### src/include/lgbc_cfg.svh
// Constants for the luma gamma, brightness monitor and clock output block.
`ifndef LGBC_CFG_SVH
`define LGBC_CFG_SVH

// Register subaddresses on the serial control port.
`define LGBC_ADDR_GAMMA     6'h26
`define LGBC_ADDR_BRIGHT    6'h34
`define LGBC_ADDR_OUTCLK    6'h35
`define LGBC_NUM_POINTS     14
`define LGBC_CURVE_POINTS   7
`define LGBC_READ_IDLE      8'h00

// Output clock control layout and reset value.
`define LGBC_OUTCLK_RESET   8'h70
`define LGBC_OUTCLK_EN_BIT  1

// Curve geometry.
`define LGBC_LOW_FIXED      8'h10
`define LGBC_HIGH_FIXED     8'hF0
`define LGBC_FIRST_KNOT     8'h20
`define LGBC_KNOT_STEP      32
`define LGBC_LAST_SEG       3'h7
`define LGBC_EDGE_SHIFT     4
`define LGBC_MID_SHIFT      5
`define LGBC_EDGE_HALF      16'sh0008
`define LGBC_MID_HALF       16'sh0010
`define LGBC_SAT_MAX        16'sh00FF
`define LGBC_SAT_MIN        16'sh0000

// Brightness accumulator sizes and divider steps.
`define LGBC_SUM_W          28
`define LGBC_CNT_W          20
`define LGBC_DIV_LAST_BIT   3'h7
`define LGBC_BRIGHT_RESET   8'h00

`endif

### src/include/lgbc_pkg.sv
// Types shared by the luma gamma block modules.
`include "lgbc_cfg.svh"
package lgbc_pkg;
    typedef logic [7:0] lgbc_byte_t;
    typedef logic [`LGBC_NUM_POINTS-1:0][7:0] lgbc_points_t;
    typedef enum logic [0:0] {DIV_IDLE, DIV_RUN} lgbc_div_state_t;
endpackage : lgbc_pkg

### src/include/lgbc_luma_if.sv
// Interface carrying luma samples and curve points to the interpolator.
`timescale 1ns/1ns
interface lgbc_luma_if;
    import lgbc_pkg::*;
    lgbc_byte_t   lumaIn;
    logic         curveSelB;
    lgbc_points_t points;
    lgbc_byte_t   lumaOut;
    modport interp (input lumaIn, input curveSelB, input points, output lumaOut);
    modport owner  (output lumaIn, output curveSelB, output points, input lumaOut);
endinterface : lgbc_luma_if

### src/design/lgbc_gamma_interp.sv
// Piecewise-linear gamma interpolator for the luma path, one register stage.
`timescale 1ns/1ns
`include "lgbc_cfg.svh"
module lgbc_gamma_interp (
    input wire logic  clock,
    input wire logic  reset,
    lgbc_luma_if.interp bus
);
    import lgbc_pkg::*;

    ////////////////////////////////////////////////////////////////////////////////
    lgbc_byte_t         knotY [9];
    logic [2:0]         seg;
    logic [3:0]         segNext;
    logic               edgeSeg;
    logic               fixedZone;
    lgbc_byte_t         x0;
    logic [4:0]         offset;
    logic signed [9:0]  diff;
    logic signed [15:0] prod;
    logic signed [15:0] rounded;
    logic signed [15:0] step;
    logic signed [15:0] yS;
    lgbc_byte_t         interp;
    lgbc_byte_t         next_luma;

    // Knot table: fixed ends and the seven knots of the selected curve.
    assign knotY[0] = `LGBC_LOW_FIXED;
    assign knotY[8] = `LGBC_HIGH_FIXED;
    for (genvar i = 0; i < `LGBC_CURVE_POINTS; i++) begin : g_knot
        assign knotY[i+1] = bus.curveSelB ? bus.points[i+`LGBC_CURVE_POINTS] : bus.points[i];
    end

    // Segment decode; the two edge segments are 16 wide, the rest 32.
    assign fixedZone = (bus.lumaIn < `LGBC_LOW_FIXED) || (bus.lumaIn >= `LGBC_HIGH_FIXED);
    assign seg       = (bus.lumaIn < `LGBC_FIRST_KNOT) ? 3'h0 : bus.lumaIn[7:5];
    assign segNext   = {1'b0, seg} + 4'h1;
    assign edgeSeg   = (seg == 3'h0) || (seg == `LGBC_LAST_SEG);
    assign x0        = (seg == 3'h0) ? `LGBC_LOW_FIXED : {seg, 5'h00};
    assign offset    = 5'(bus.lumaIn - x0);

    // Interpolation with round-half-up before the shift, then saturation.
    assign diff    = $signed({2'b00, knotY[segNext]}) - $signed({2'b00, knotY[seg]});
    assign prod    = 16'(diff) * 16'($signed({1'b0, offset}));
    assign rounded = prod + (edgeSeg ? `LGBC_EDGE_HALF : `LGBC_MID_HALF);
    assign step    = edgeSeg ? (rounded >>> `LGBC_EDGE_SHIFT) : (rounded >>> `LGBC_MID_SHIFT);
    assign yS      = $signed({8'h00, knotY[seg]}) + step;
    assign interp  = (yS < `LGBC_SAT_MIN) ? 8'h00 : (yS > `LGBC_SAT_MAX) ? 8'hFF : yS[7:0];
    assign next_luma = fixedZone ? bus.lumaIn : interp;

    // Output register of the luma path.
    always_ff @(posedge clock) begin
        if (reset) begin
            bus.lumaOut <= 8'h00;
        end else begin
            bus.lumaOut <= next_luma;
        end
    end

    ////////////////////////////////////////////////////////////////////////////////
    // Helper values for the checks below.
    lgbc_byte_t segLo;
    lgbc_byte_t segHi;
    assign segLo = (knotY[seg] < knotY[segNext]) ? knotY[seg] : knotY[segNext];
    assign segHi = (knotY[seg] < knotY[segNext]) ? knotY[segNext] : knotY[seg];

    a_fixed_ends: assert property (@(posedge clock) disable iff (reset)
        fixedZone |=> bus.lumaOut == $past(bus.lumaIn))
        else $error("Fixed curve point altered.");
    a_knot_exact: assert property (@(posedge clock) disable iff (reset)
        (bus.lumaIn == `LGBC_FIRST_KNOT) |=>
        bus.lumaOut == $past(bus.curveSelB ? bus.points[`LGBC_CURVE_POINTS] : bus.points[0]))
        else $error("First knot not reproduced exactly.");
    a_curve_b_knot: assert property (@(posedge clock) disable iff (reset)
        (bus.curveSelB && bus.lumaIn == 8'hE0) |=> bus.lumaOut == $past(bus.points[`LGBC_NUM_POINTS-1]))
        else $error("Curve B last knot not used.");
    a_interp_bounds: assert property (@(posedge clock) disable iff (reset)
        !fixedZone |=> (bus.lumaOut >= $past(segLo)) && (bus.lumaOut <= $past(segHi)))
        else $error("Interpolated value outside its segment.");
    c_curve_b_mid: cover property (@(posedge clock) disable iff (reset)
        bus.curveSelB && !fixedZone && !edgeSeg);
endmodule : lgbc_gamma_interp

### src/design/lgbc_top.sv
// Luma gamma correction, field brightness monitor and output clock control.
`timescale 1ns/1ns
`include "lgbc_cfg.svh"
module lgbc_top (
    input  wire logic         clock,
    input  wire logic         reset,
    input  wire logic         regWrite,
    input  wire logic [5:0]   regAddr,
    input  lgbc_pkg::lgbc_byte_t regWriteData,
    input  lgbc_pkg::lgbc_byte_t lumaIn,
    input  lgbc_pkg::lgbc_byte_t chromaIn,
    input  wire logic         activeVideo,
    input  wire logic         vsyncN,
    input  wire logic         curveSelectB,
    input  wire logic         pllDisable,
    input  wire logic         oversampleEnable,
    output lgbc_pkg::lgbc_byte_t regReadData,
    output lgbc_pkg::lgbc_byte_t lumaOut,
    output lgbc_pkg::lgbc_byte_t chromaOut,
    output logic              derivedClockOutEnable
);
    import lgbc_pkg::*;

    ////////////////////////////////////////////////////////////////////////////////
    lgbc_byte_t              gammaReg [`LGBC_NUM_POINTS];
    lgbc_byte_t              outClockCtrl;
    lgbc_byte_t              brightness;
    logic [`LGBC_SUM_W-1:0]  lumaSum;
    logic [`LGBC_CNT_W-1:0]  sampleCount;
    logic [`LGBC_SUM_W-1:0]  divRem;
    logic [`LGBC_CNT_W-1:0]  divCount;
    logic [2:0]              divBit;
    lgbc_byte_t              quotient;
    lgbc_div_state_t         divState;
    logic                    vsyncPrev;
    lgbc_luma_if             lumaBus ();

    ////////////////////////////////////////////////////////////////////////////////
    // Register decode and read selection.
    logic [5:0] gammaIdx;
    logic       gammaHit;
    logic       outClkWrite;
    lgbc_byte_t readValue;
    assign gammaIdx    = regAddr - `LGBC_ADDR_GAMMA;
    assign gammaHit    = (regAddr >= `LGBC_ADDR_GAMMA) && (gammaIdx < 6'(`LGBC_NUM_POINTS));
    assign outClkWrite = regWrite && (regAddr == `LGBC_ADDR_OUTCLK);
    assign readValue   = gammaHit ? gammaReg[gammaIdx[3:0]] :
                         (regAddr == `LGBC_ADDR_BRIGHT) ? brightness :
                         (regAddr == `LGBC_ADDR_OUTCLK) ? outClockCtrl : `LGBC_READ_IDLE;

    // Curve registers, one per entry; reset gives an identity line.
    for (genvar i = 0; i < `LGBC_NUM_POINTS; i++) begin : g_point
        always_ff @(posedge clock) begin
            if (reset) begin
                gammaReg[i] <= 8'(((i % `LGBC_CURVE_POINTS) + 1) * `LGBC_KNOT_STEP);
            end else if (regWrite && gammaHit && (gammaIdx == 6'(i))) begin
                gammaReg[i] <= regWriteData;
            end
        end
        assign lumaBus.points[i] = gammaReg[i];
    end

    // Output clock control register and read data register.
    always_ff @(posedge clock) begin
        if (reset) begin
            outClockCtrl <= `LGBC_OUTCLK_RESET;
            regReadData  <= `LGBC_READ_IDLE;
        end else begin
            if (outClkWrite) begin
                outClockCtrl <= regWriteData;
            end
            regReadData <= readValue;
        end
    end

    ////////////////////////////////////////////////////////////////////////////////
    // Clock output gate: honoured only with the PLL running and oversampling on.
    logic next_clockOutEnable;
    assign next_clockOutEnable = outClockCtrl[`LGBC_OUTCLK_EN_BIT] && !pllDisable && oversampleEnable;

    always_ff @(posedge clock) begin
        if (reset) begin
            derivedClockOutEnable <= 1'b0;
        end else begin
            derivedClockOutEnable <= next_clockOutEnable;
        end
    end

    ////////////////////////////////////////////////////////////////////////////////
    // Luma goes through the interpolator; chroma is only delayed to stay aligned.
    assign lumaBus.lumaIn    = lumaIn;
    assign lumaBus.curveSelB = curveSelectB;
    assign lumaOut           = lumaBus.lumaOut;

    lgbc_gamma_interp u_interp (
        .clock (clock),
        .reset (reset),
        .bus   (lumaBus.interp)
    );

    always_ff @(posedge clock) begin
        if (reset) begin
            chromaOut <= 8'h00;
        end else begin
            chromaOut <= chromaIn;
        end
    end

    ////////////////////////////////////////////////////////////////////////////////
    // Field accumulation of active-video luma, restarted at every vsync fall.
    logic                   fieldEnd;
    logic [`LGBC_SUM_W-1:0] sampleWide;
    assign fieldEnd   = vsyncPrev && !vsyncN;
    assign sampleWide = `LGBC_SUM_W'(lumaIn);

    always_ff @(posedge clock) begin
        if (reset) begin
            vsyncPrev   <= 1'b1;
            lumaSum     <= '0;
            sampleCount <= '0;
        end else begin
            vsyncPrev <= vsyncN;
            if (fieldEnd) begin
                lumaSum     <= activeVideo ? sampleWide : '0;
                sampleCount <= activeVideo ? `LGBC_CNT_W'(1) : '0;
            end else if (activeVideo) begin
                lumaSum     <= lumaSum + sampleWide;
                sampleCount <= sampleCount + `LGBC_CNT_W'(1);
            end
        end
    end

    ////////////////////////////////////////////////////////////////////////////////
    // Restoring divider: sum over count, one quotient bit per cycle, MSB first.
    logic [`LGBC_SUM_W-1:0] shiftedDivisor;
    logic                   divFits;
    lgbc_byte_t             quotientNext;
    logic                   resultLoad;
    assign shiftedDivisor = `LGBC_SUM_W'(divCount) << divBit;
    assign divFits        = divRem >= shiftedDivisor;
    assign quotientNext   = quotient | (divFits ? (8'h01 << divBit) : 8'h00);
    assign resultLoad     = (divState == DIV_RUN) && (divBit == 3'h0);

    always_ff @(posedge clock) begin
        if (reset) begin
            divState   <= DIV_IDLE;
            divRem     <= '0;
            divCount   <= '0;
            divBit     <= `LGBC_DIV_LAST_BIT;
            quotient   <= 8'h00;
            brightness <= `LGBC_BRIGHT_RESET;
        end else begin
            case (divState)
                DIV_IDLE: begin
                    if (fieldEnd) begin
                        divRem   <= lumaSum;
                        divCount <= sampleCount;
                        divBit   <= `LGBC_DIV_LAST_BIT;
                        quotient <= 8'h00;
                        divState <= DIV_RUN;
                    end
                end
                DIV_RUN: begin
                    if (divFits && divCount != '0) begin
                        divRem <= divRem - shiftedDivisor;
                    end
                    quotient <= (divCount != '0) ? quotientNext : 8'h00;
                    divBit   <= divBit - 3'h1;
                    if (resultLoad) begin
                        brightness <= (divCount != '0) ? quotientNext : 8'h00;
                        divState   <= DIV_IDLE;
                    end
                end
                default: begin
                    divState <= DIV_IDLE;
                end
            endcase
        end
    end

    ////////////////////////////////////////////////////////////////////////////////
    // Checks on the chroma path, the register file, the monitor and the clock gate.
    a_chroma_bypass: assert property (@(posedge clock) disable iff (reset)
        ##1 chromaOut == $past(chromaIn))
        else $error("Chroma was modified.");
    a_gamma_store: assert property (@(posedge clock) disable iff (reset)
        (regWrite && gammaHit) |=> gammaReg[$past(gammaIdx[3:0])] == $past(regWriteData))
        else $error("Curve register write lost.");
    a_bright_readonly: assert property (@(posedge clock) disable iff (reset)
        (regWrite && regAddr == `LGBC_ADDR_BRIGHT && !resultLoad) |=> $stable(brightness))
        else $error("Brightness register altered by a write.");
    a_bright_readback: assert property (@(posedge clock) disable iff (reset)
        (regAddr == `LGBC_ADDR_BRIGHT) |=> regReadData == $past(brightness))
        else $error("Brightness readback mismatch.");
    a_active_only: assert property (@(posedge clock) disable iff (reset)
        (!activeVideo && !fieldEnd) |=> $stable(lumaSum) && $stable(sampleCount))
        else $error("Blanking sample accumulated.");
    a_bright_update: assert property (@(posedge clock) disable iff (reset)
        (fieldEnd && divState == DIV_IDLE) |-> ##8 resultLoad)
        else $error("Brightness not loaded after vsync fall.");
    a_bright_only_field: assert property (@(posedge clock) disable iff (reset)
        !resultLoad |=> $stable(brightness))
        else $error("Brightness changed outside a field update.");
    a_derived_clock_output_pin_gate: assert property (@(posedge clock) disable iff (reset)
        derivedClockOutEnable == $past(outClockCtrl[`LGBC_OUTCLK_EN_BIT] && !pllDisable && oversampleEnable))
        else $error("Clock output enable wrong.");
    a_derived_clock_output_pin_blocked: assert property (@(posedge clock) disable iff (reset)
        (pllDisable || !oversampleEnable) |=> !derivedClockOutEnable)
        else $error("Clock output enabled without PLL and oversampling.");

    c_field_load: cover property (@(posedge clock) disable iff (reset) resultLoad && divCount != '0);
    c_derived_clock_output_pin_on: cover property (@(posedge clock) disable iff (reset) derivedClockOutEnable);
    c_gamma_write_b: cover property (@(posedge clock) disable iff (reset)
        regWrite && gammaHit && gammaIdx >= 6'(`LGBC_CURVE_POINTS));
endmodule : lgbc_top

### config.mk
export PLATFORM = sky130hd
export DESIGN_NAME = lgbc_top
export DESIGN_NICKNAME = d
export VERILOG_FILES = /design/src/include/lgbc_pkg.sv /design/src/include/lgbc_luma_if.sv /design/src/design/lgbc_gamma_interp.sv /design/src/design/lgbc_top.sv
export VERILOG_INCLUDE_DIRS = /design/src /design/src/include
export SDC_FILE = /design/constraint.sdc
export NUM_CORES = 1
export LEC_CHECK = 0
export BUFFER_PORTS_ARGS = -buffer_cell sky130_fd_sc_hd__buf_4
export CAP_MARGIN = 20
export CORE_UTILIZATION = 58
export DETAILED_ROUTE_END_ITERATION = 10
export GPL_TIMING_DRIVEN = 0
export PLACE_DENSITY_LB_ADDON = 0.08
export SYNTH_ARGS = -nofsm -noshare
export SYNTH_HDL_FRONTEND = slang
export SYNTH_SLANG_ARGS = --single-unit
### constraint.sdc
create_clock -name clock -period 10.7 [get_ports clock]
set_input_delay 1.605 -clock clock [delete_from_list [all_inputs] [get_ports clock]]
set_output_delay 1.605 -clock clock [all_outputs]
set_load 0.005 [all_outputs]
==> results_dict.tcl, run 1 <==
set metrics [dict create \
    outcome "finished, final reports clean" \
    final_common_cell "nand2_1" \
    top_usage_layer "met2" \
    drive_gt1_frac 0.126 \
    seq_area_frac_synth 0.342 \
    crit_type "input port to flip-flop" \
    grt_use_met3 0.0724 \
    track_usage 0.326 \
    setup_tns_ns 0 \
    path_clk_slew_ns 0.06 \
    dp_cells 2455 \
    power.leakage_uw 0.00809 \
    end_kind "flip-flop" \
    postRouteAntennaNets 0 \
    drt-total-wl_um 53700 \
    grt_pass1_wl_um 83200 \
    synth-seq-cells 262 \
    fin_crit_ns 10.28 \
    rows 65 \
    powerDensity_nw_per_um2 331 \
    power_uw 6890 \
    seq_area_um2 6370 \
    async_flop_share 0 \
    fillers 2651 \
    multi_input_area_um2 11600 \
    cts_tree "done" \
    cp_top_family "adder cells" \
    drc 0 \
    syn_avg_cell_area_um2 9.33 \
    syn_area_um2 18600 \
    hold_path_class "flip-flop to flip-flop" \
    worstHoldStart "divRem[0]" \
    vdd_drop_max_mv 0.597 \
    setup.worst_path.start_class "input port" \
    dpl.hpwl_um 41600 \
    synth_warnings 0 \
    skew_ns 0.0167 \
    grt_start_max_net_pins 16 \
    grt_remaining_overflow 0 \
    syn_nets 2163 \
    post-route-period-util 0.961 \
    port_buffers 60 \
    cp_max_fo 10 \
    cts-root-buf "clkbuf_16" \
    num-nets-final 2257 \
    relSlewSlack 0.323 \
    clock.fmax_mhz 97.3 \
    mostFrequentLayoutCells "nand2_1 (219), nor2_1 (161), dfxtp_1 (150), a21oi_1 (118)" \
    coreArea_um2 31600 \
    dpl_cell_area_um2 19600 \
    path_buf_inv 9 \
    slowest_stage "fa_1" \
    cp.required_ns 11.17 \
    setup_viol 0 \
    design.portCount 63 \
    maxCapViolCount 0 \
    report.final.slew_viol_count 0 \
    viasPerCell 6.28 \
    start_util 0.590 \
    syn_inst 1993 \
    gr-usage-met2 0.497 \
    fin_area_um2 20800 \
    synth.distinct_cells 82 \
    grt_use_met1 0.450 \
    syn_to_final_growth_pct 11.8 \
    grt_pass1_vias 15000 \
    cp-startpoint "lumaIn[5]" \
    hold_buffers 0 \
    tightest_slew_ns 1.01 \
    layout.cells.non_filler 2512 \
    die_y_um 181 \
    numCtsBuffers 29 \
    hold_viol_final 0 \
    cts_num_sinks 262 \
    routedWlPerCell_um 21.4 \
    cts_max_level 1 \
    yosys_most_used_dff "dfxtp_1" \
    clock_path_buffers 3 \
    clock_latency_ns 0.58 \
    max_stage_delay_ns 0.54 \
    cp_common_cell "fa_1" \
    drtPass1Iterations 7 \
    dieArea_um2 32800 \
    die_w_um 181 \
    antenna_found_initial 0 \
    vias 15800 \
    r2r_start "gammaReg[11][1]" \
    arrival_ns 10.75 \
    drtIter0Drc 1415 \
    finalWeightedCongestion 0.960 \
    synth_edf_count 112 \
    diodes 0 \
]
metal layers:
| metal | up-vias | wire, um |
|---|---|---|
| met1 | 7577 | 23200 |
| met3 | 115 | 4990 |
| met4 | 0 | 2180 |
| li1 | 7408 | - |
| met5 | - | 0 |
| met2 | 681 | 23300 |
through the flow:
stage	hold WS (ns)	util	setup WS, ns
after global placement	0.437	0.620	-1.44
after detailed placement	0.447	0.620	-1.51
after global routing	0.477	0.659	-0.00771
after CTS	0.455	0.656	0.0474
final	0.455	0.659	0.421
after floorplan	0.426	-	0.0767
sequential cells by signal, indices dropped and copies added, names as in the netlist:
register,cells
vsyncPrev,1
u_interp.bus.lumaOut,8
chromaOut,8
regReadData,8
sampleCount,20
quotient,8
brightness,8
divRem,28
divBit,3
lumaSum,28
divCount,20
outClockCtrl,8
derivedClockOutEnable,1
divState,1
gammaReg,112
tightest hold or removal path: stages (launching register included):
cell and delay (ns):
dfxtp_1 0.31, nand2_1 0.05, a21oi_1 0.05
synthesized netlist by cell type (all sizes together), types with 21 or more instances:
| cell type | instances | area [um2] |
|---|---|---|
| xor2 | 32 | 280 |
| nor3 | 27 | 135 |
| edfxtp | 112 | 3360 |
| nand3 | 51 | 255 |
| a21oi | 121 | 617 |
| a31oi | 21 | 131 |
| buf | 34 | 160 |
| nand2b | 23 | 144 |
| or3 | 28 | 175 |
| mux4 | 61 | 1370 |
| inv | 79 | 297 |
| mux2i | 90 | 913 |
| clkbuf | 79 | 297 |
| a211oi | 59 | 468 |
| and2 | 112 | 701 |
| nand2 | 219 | 822 |
| nor2b | 40 | 250 |
| xnor2 | 53 | 464 |
| nor2 | 165 | 622 |
| dfxtp | 150 | 3000 |
| fa | 31 | 621 |
| o21ai | 82 | 414 |
| ha | 101 | 1260 |
cell type report:
cell class | count | share of cell area
well taps | 402 | 0.0242
repair buffers | 65 | 0.0232
clock buffers | 38 | 0.0414
multi-input cells | 1536 | 0.556
clock inverters | 16 | 0.00998
plain buffers | 111 | 0.0244
flip-flops and latches | 262 | 0.306
inverters | 82 | 0.0148
cells by family after synthesis:
group,after synthesis,share of synthesized area
flip-flops,262,0.342
XOR/XNOR,85,0.0400
AO/OA/AOI/OAI,419,0.150
multiplexers,171,0.135
AND/OR/NAND/NOR,729,0.191
adder cells (fa/ha/maj),132,0.101
buffers and inverters,195,0.0411
power breakdown:
group | internal, uW | switching, uW
Clock | 666 | 429
Combinational | 1910 | 2740
Sequential | 1100 | 39.0
timing repair:
item / 4_1_cts / 5_1_grt
buffers inserted: 0 / 3
setup endpoints to repair: 8 / 8
resized for setup: 26 / 26
pin swaps: 0 / 4
path summary, 6_finish.rpt:
| path | end | cells after the start | slack, ns |
|---|---|---|---|
| min | divRem[0] | 2 | 0.45 |
| max reg2reg | u_interp.bus.lumaOut[3] | 32 | 1.88 |
| min reg2reg | divRem[0] | 2 | 0.45 |
| max | u_interp.bus.lumaOut[3] | 38 | 0.42 |
No activity file was read; power rests on OpenSTA's default activity.
==> inputs of run 2 (changes only) <==
--- a/config.mk
+++ b/config.mk
@@ -8,7 +8,9 @@
 export LEC_CHECK = 0
 export BUFFER_PORTS_ARGS = -buffer_cell sky130_fd_sc_hd__buf_4
 export CAP_MARGIN = 20
-export CORE_UTILIZATION = 58
+export CELL_PAD_IN_SITES_DETAIL_PLACEMENT = 1
+export CELL_PAD_IN_SITES_GLOBAL_PLACEMENT = 2
+export CORE_UTILIZATION = 37
 export DETAILED_ROUTE_END_ITERATION = 10
 export GPL_TIMING_DRIVEN = 0
 export PLACE_DENSITY_LB_ADDON = 0.08
==> run 2 against run 1 <==
First-iteration DRC count shrank 33%; total power grew 7.2%; utilization shrank 23 points; wire length grew 19%; clock skew grew 0.0030 ns; largest power group unchanged.
==> results_dict.tcl, run 2 (synthesized netlist as in run 1, its figures left out) <==
set metrics [dict create \
    cts_max_level 2 \
    slowest_stage "mux4_2" \
    multi_input_area_um2 11700 \
    hold_buffers 0 \
    grt_pass1_vias 16000 \
    end_kind "flip-flop" \
    hold_path_class "flip-flop to flip-flop" \
    port_buffers 60 \
    clock.fmax_mhz 97.3 \
    top_register "gammaReg" \
    drtPass1Iterations 5 \
    drt-total-wl_um 64000 \
    maxCapViolCount 0 \
    cts_num_sinks 262 \
    report.final.slew_viol_count 0 \
    vdd_drop_max_mv 0.404 \
    viasPerCell 5.66 \
    crit_type "input port to flip-flop" \
    power.leakage_uw 0.00816 \
    fin_crit_ns 10.28 \
    setup_viol 0 \
    die_y_um 226 \
    seq_area_um2 6370 \
    post-route-period-util 0.960 \
    cp_max_fo 19 \
    skew_ns 0.0197 \
    start_util 0.378 \
    cts_tree "done" \
    numCtsBuffers 35 \
    setup.worst_path.start_class "input port" \
    setup_slack_ns 0.424 \
    drive_gt1_frac 0.135 \
    largest_reg_flops 112 \
    cts-root-buf "clkbuf_16" \
    clock_latency_ns 0.56 \
    dieArea_um2 51200 \
    mostFrequentLayoutCells "nand2_1 (219), nor2_1 (161), dfxtp_1 (150), a21oi_1 (118)" \
    fillers 5682 \
    powerDensity_nw_per_um2 346 \
    rows 81 \
    grt_pass1_wl_um 97500 \
    final_core_util 0.433 \
    finalWeightedCongestion 0.861 \
    grt_remaining_overflow 0 \
    design.portCount 63 \
    final_common_cell "nand2_1" \
    coreArea_um2 49300 \
    drc 0 \
    dpl_cell_area_um2 19900 \
    vias 15800 \
    relSlewSlack 0.312 \
    grt_start_max_net_pins 20 \
    dpl.hpwl_um 50700 \
    drtIter0Drc 953 \
    place_ws_ns -1.77 \
    max_stage_delay_ns 0.56 \
    die_w_um 226 \
    arrival_ns 10.73 \
    num-nets-final 2270 \
    postRouteAntennaNets 0 \
    track_usage 0.253 \
    outcome "finished, final reports clean" \
    whs_ns 0.460 \
    cp.required_ns 11.16 \
    fin_area_um2 21300 \
    routedWlPerCell_um 22.9 \
    hold_viol_final 0 \
    antenna_found_initial 0 \
    clock_path_buffers 3 \
    path_clk_slew_ns 0.06 \
    tightest_slew_ns 1.02 \
    largest_registers "gammaReg: 112 flops, divRem: 28 flops, lumaSum: 28 flops" \
    syn_to_final_growth_pct 14.7 \
]
[run 2: final cells by class]
cell class | count | share of cell area
Inverter | 82 | 0.0145
Sequential cell | 262 | 0.298
Antenna cell | 1 | 0.000117
Timing Repair Buffer | 73 | 0.0254
Clock buffer | 42 | 0.0427
Buffer | 110 | 0.0237
Tap cell | 664 | 0.0389
Clock inverter | 20 | 0.0102
Multi-Input combinational cell | 1536 | 0.546
[run 2: worst paths after layout]
path	from	to	slack, ns	depth (start not counted)
worst max-delay path	curveSelectB	u_interp.bus.lumaOut[3]	0.42	35
worst min-delay path	outClockCtrl[2]	outClockCtrl[2]	0.46	2
worst max register to register	gammaReg[13][0]	u_interp.bus.lumaOut[3]	1.98	34
worst min register to register	outClockCtrl[2]	outClockCtrl[2]	0.46	2
[run 2: power by group]
part	internal, uW	switching [uW]
Sequential	1100	41.4
Combinational	2090	2990
Clock	670	495
Total	3860	3530
[run 2: metal layers]
layer / global-route usage / vias to the layer above / part of all wire
li1: - / 7448 / -
met1: 0.352 / 7912 / 0.47
met2: 0.404 / 353 / 0.45
met3: 0.0311 / 85 / 0.043
met4: 0.0876 / 0 / 0.033
met5: 0 / - / 0
[run 2: critical path: cells and delay by family]
kind	cells	cell delay [ns]
compound gates	11	2.37
fa+ha+maj	7	2.73
buf+inv	6	1.46
mux	3	0.89
simple gates	8	1.64
[run 2: what timing repair did]
action,in CTS,in global routing
setup endpoints to repair,8,8
pin swaps,3,7
resized for setup,35,30
endpoints found under the hold margin,0,0
setup buffers,3,7
[run 2: per-stage QoR]
step | total power, uW | instances | setup TNS, ns
floorplan | 4620 | 1993 | 0
finish | 7390 | 2790 | 0
detailed placement | 5730 | 2719 | -13.01
CTS | 7030 | 2782 | 0
global route | 8020 | 2789 | -0.107
global placement | 5690 | 2717 | -12.67
==> inputs of run 3 (changes only) <==
--- a/config.mk
+++ b/config.mk
@@ -6,11 +6,12 @@
 export SDC_FILE = /design/constraint.sdc
 export NUM_CORES = 1
 export LEC_CHECK = 0
+export ABC_AREA = 1
 export BUFFER_PORTS_ARGS = -buffer_cell sky130_fd_sc_hd__buf_4
 export CAP_MARGIN = 20
 export CELL_PAD_IN_SITES_DETAIL_PLACEMENT = 1
 export CELL_PAD_IN_SITES_GLOBAL_PLACEMENT = 2
-export CORE_UTILIZATION = 37
+export CORE_UTILIZATION = 33
 export DETAILED_ROUTE_END_ITERATION = 10
 export GPL_TIMING_DRIVEN = 0
 export PLACE_DENSITY_LB_ADDON = 0.08
==> run 3 against run 2 <==
Global-route usage is 0.62 points higher; total power is 6.9% lower; setup slack better by 0.29 ns; combinational power is 10% lower.
==> results_dict.tcl, run 3 <==
set metrics [dict create \
    port_buffers 61 \
    maxCapViolCount 0 \
    clock.fmax_mhz 100 \
    synth-seq-cells 262 \
    muxShareOfSynthArea 0.00492 \
    rsz0062_at_grt "false" \
    cp.required_ns 11.09 \
    setup_tns_ns 0 \
    cts_num_sinks 262 \
    grt_remaining_overflow 0 \
    vias 17900 \
    pwr-share-seq 0.169 \
    path_clk_slew_ns 0.05 \
    tightest_slew_ns 1.04 \
    power_uw 6880 \
    hold_path_class "flip-flop to flip-flop" \
    cp_max_fo 10 \
    relSlewSlack 0.302 \
    synthTopCellsByArea "edfxtp_1 (18%), dfxtp_1 (16%), nand2_1 (12%)" \
    drtIter0Drc 971 \
    hold_viol_final 0 \
    synth_top_area_share 0.184 \
    synthSimpleGateAreaFrac 0.259 \
    final_common_cell "nand2_1" \
    whs_ns 0.459 \
    largest_registers "gammaReg: 112 flops, divRem: 28 flops, lumaSum: 28 flops" \
    drc 0 \
    drtPass1Iterations 5 \
    cp_common_cell "nand2_1" \
    r2r_slack_ns 2.39 \
    syn_nets 2720 \
    pwr-share-clk 0.168 \
    post-route-period-util 0.933 \
    synth_warnings 0 \
    cp_top_family "adder cells" \
    setup_slack_ns 0.712 \
    synth_compound_area_frac 0.179 \
    cts_tree "done" \
    yosys_most_used_dff "dfxtp_1" \
    largest_reg_flops 112 \
    synth_commonest_cells "nand2_1 (571), inv_1 (304), nor2_1 (301)" \
    fin_crit_ns 9.99 \
    design.portCount 63 \
    synth_top_family_by_area "simple AND/OR/NAND/NOR gates" \
    arrival_ns 10.38 \
    dieArea_um2 56500 \
    end_kind "flip-flop" \
    synth.distinct_cells 62 \
    dpl.hpwl_um 58300 \
    slowest_stage "fa_1" \
    clock_path_buffers 3 \
    path_buf_inv 8 \
    top_register "gammaReg" \
    crit_type "input port to flip-flop" \
    finalWeightedCongestion 0.969 \
    coreArea_um2 54300 \
    switchingPower_uw 3430 \
    grt_pass1_vias 18100 \
    report.final.slew_viol_count 0 \
    track_usage 0.259 \
    grt_pass1_wl_um 111000 \
    viasPerCell 5.24 \
    power.leakage_uw 0.00909 \
    hold_buffers 0 \
    rows 85 \
    syn_area_um2 18300 \
    grt_start_max_net_pins 13 \
    setup_viol 0 \
    syn_avg_cell_area_um2 7.18 \
    sw_frac_of_total 0.498 \
    cts-root-buf "clkbuf_16" \
    synth_xor_area_frac 0.0156 \
    syn_to_final_growth_pct 14.2 \
    drive_gt1_frac 0.0910 \
    die_w_um 238 \
    synthAdderAreaFrac 0.103 \
    synth_most_common_cell "nand2_1" \
    drt-total-wl_um 73200 \
    p_int_uw 3450 \
    final_core_util 0.385 \
    num-nets-final 2827 \
    outcome "finished, final reports clean" \
    multi_input_area_um2 10300 \
    numCtsBuffers 35 \
    async_flop_share 0 \
    mostFrequentLayoutCells "nand2_1 (571), inv_1 (303), nor2_1 (299), o21ai_0 (212), a21oi_1 (181)" \
    fillers 6790 \
    postRouteAntennaNets 0 \
    place_ws_ns -0.450 \
    antenna_found_initial 1 \
    die_y_um 238 \
    powerDensity_nw_per_um2 329 \
    syn_inst 2550 \
    clock_latency_ns 0.56 \
    vdd_drop_max_mv 0.298 \
    routedWlPerCell_um 21.4 \
    synth.largest_area_cell "edfxtp_1" \
    seq_area_um2 6370 \
    comb_power_share 0.664 \
    seq_area_frac_synth 0.347 \
    start_util 0.337 \
    cts_max_level 2 \
    setup.worst_path.start_class "input port" \
    synth_edf_count 112 \
    skew_ns 0.0190 \
    max_stage_delay_ns 0.56 \
]
## run 3: changes by cell type in the layout (fill, tap and decap cells not counted), moves of 46 or more
cell	before	now
a21oi_1	118	181
mux2i_1	88	9
a211oi_1	53	7
o21ai_0	75	212
nand3_1	51	114
and2_1	112	5
nor2_1	161	299
mux4_2	61	0
inv_1	76	303
nand2_1	219	571
## run 3: worst reg2reg max path, delay by kind of cell, from the launching register on
| kind | cells | cell delay, ns |
|---|---|---|
| and+or+nand+nor | 19 | 1.94 |
| buffers and inverters | 3 | 0.17 |
| DFF | 1 | 0.32 |
| xor gates and xnor gates | 2 | 0.43 |
| AOI/OAI and AO/OA | 9 | 1.93 |
| adders and majority gates | 8 | 3.36 |
## run 3: path summary, 6_finish.rpt
kind / end / startpoint / cells past startpoint
hold reg to reg: sampleCount[3] / sampleCount[3] / 1
setup / recovery: u_interp.bus.lumaOut[7] / curveSelectB / 46
setup reg to reg: u_interp.bus.lumaOut[7] / gammaReg[4][2] / 41
hold / removal: sampleCount[3] / sampleCount[3] / 1
## run 3: kinds of logic after synthesis
| logic type | after synthesis |
|---|---|
| DFF | 262 |
| and+or+nand+nor | 1116 |
| buffers and inverters | 428 |
| muxes | 9 |
| AOI/OAI and AO/OA | 573 |
| xor gates and xnor gates | 30 |
| adders and majority gates | 132 |
## run 3: metrics by stage
step           instance area, um2  cells
2_1_floorplan               18300   2550
3_3_place_gp                19700   3350
3_5_place_dp                19700   3351
4_1_cts                     20800   3412
5_1_grt                     20900   3420
6_report                    20900   3421
## run 3: power groups by stage
stage / clock, uW / combinational (uW) / sequential, uW
global route: 1210 / 5250 / 1170
global placement: 0 / 4520 / 1180
finish: 1150 / 4560 / 1160
detailed placement: 0 / 4570 / 1180
CTS: 1180 / 4620 / 1160
floorplan: 0 / 3450 / 1160
## run 3: final cells by class
type / instances / share of cell area
diodes: 1 / 0.000120
multi-input cells: 1860 / 0.493
clock buffers: 49 / 0.0463
well taps: 739 / 0.0442
plain buffers: 93 / 0.0199
flip-flops and latches: 262 / 0.304
clock inverters: 12 / 0.00646
repair buffers: 70 / 0.0255
inverters: 335 / 0.0604
## run 3: per-layer routing
metal | vias to the layer above | global-route usage | routed length, um
met2 | 446 | 0.409 | 32400
met5 | - | 0 | 0
li1 | 8689 | - | -
met1 | 8716 | 0.367 | 35000
met3 | 91 | 0.0388 | 3890
met4 | 0 | 0.0700 | 1890
## run 3: timing repair
action	CTS	global route
resized for setup	0	14
buffers inserted	0	5
endpoints found under the setup margin	0	8
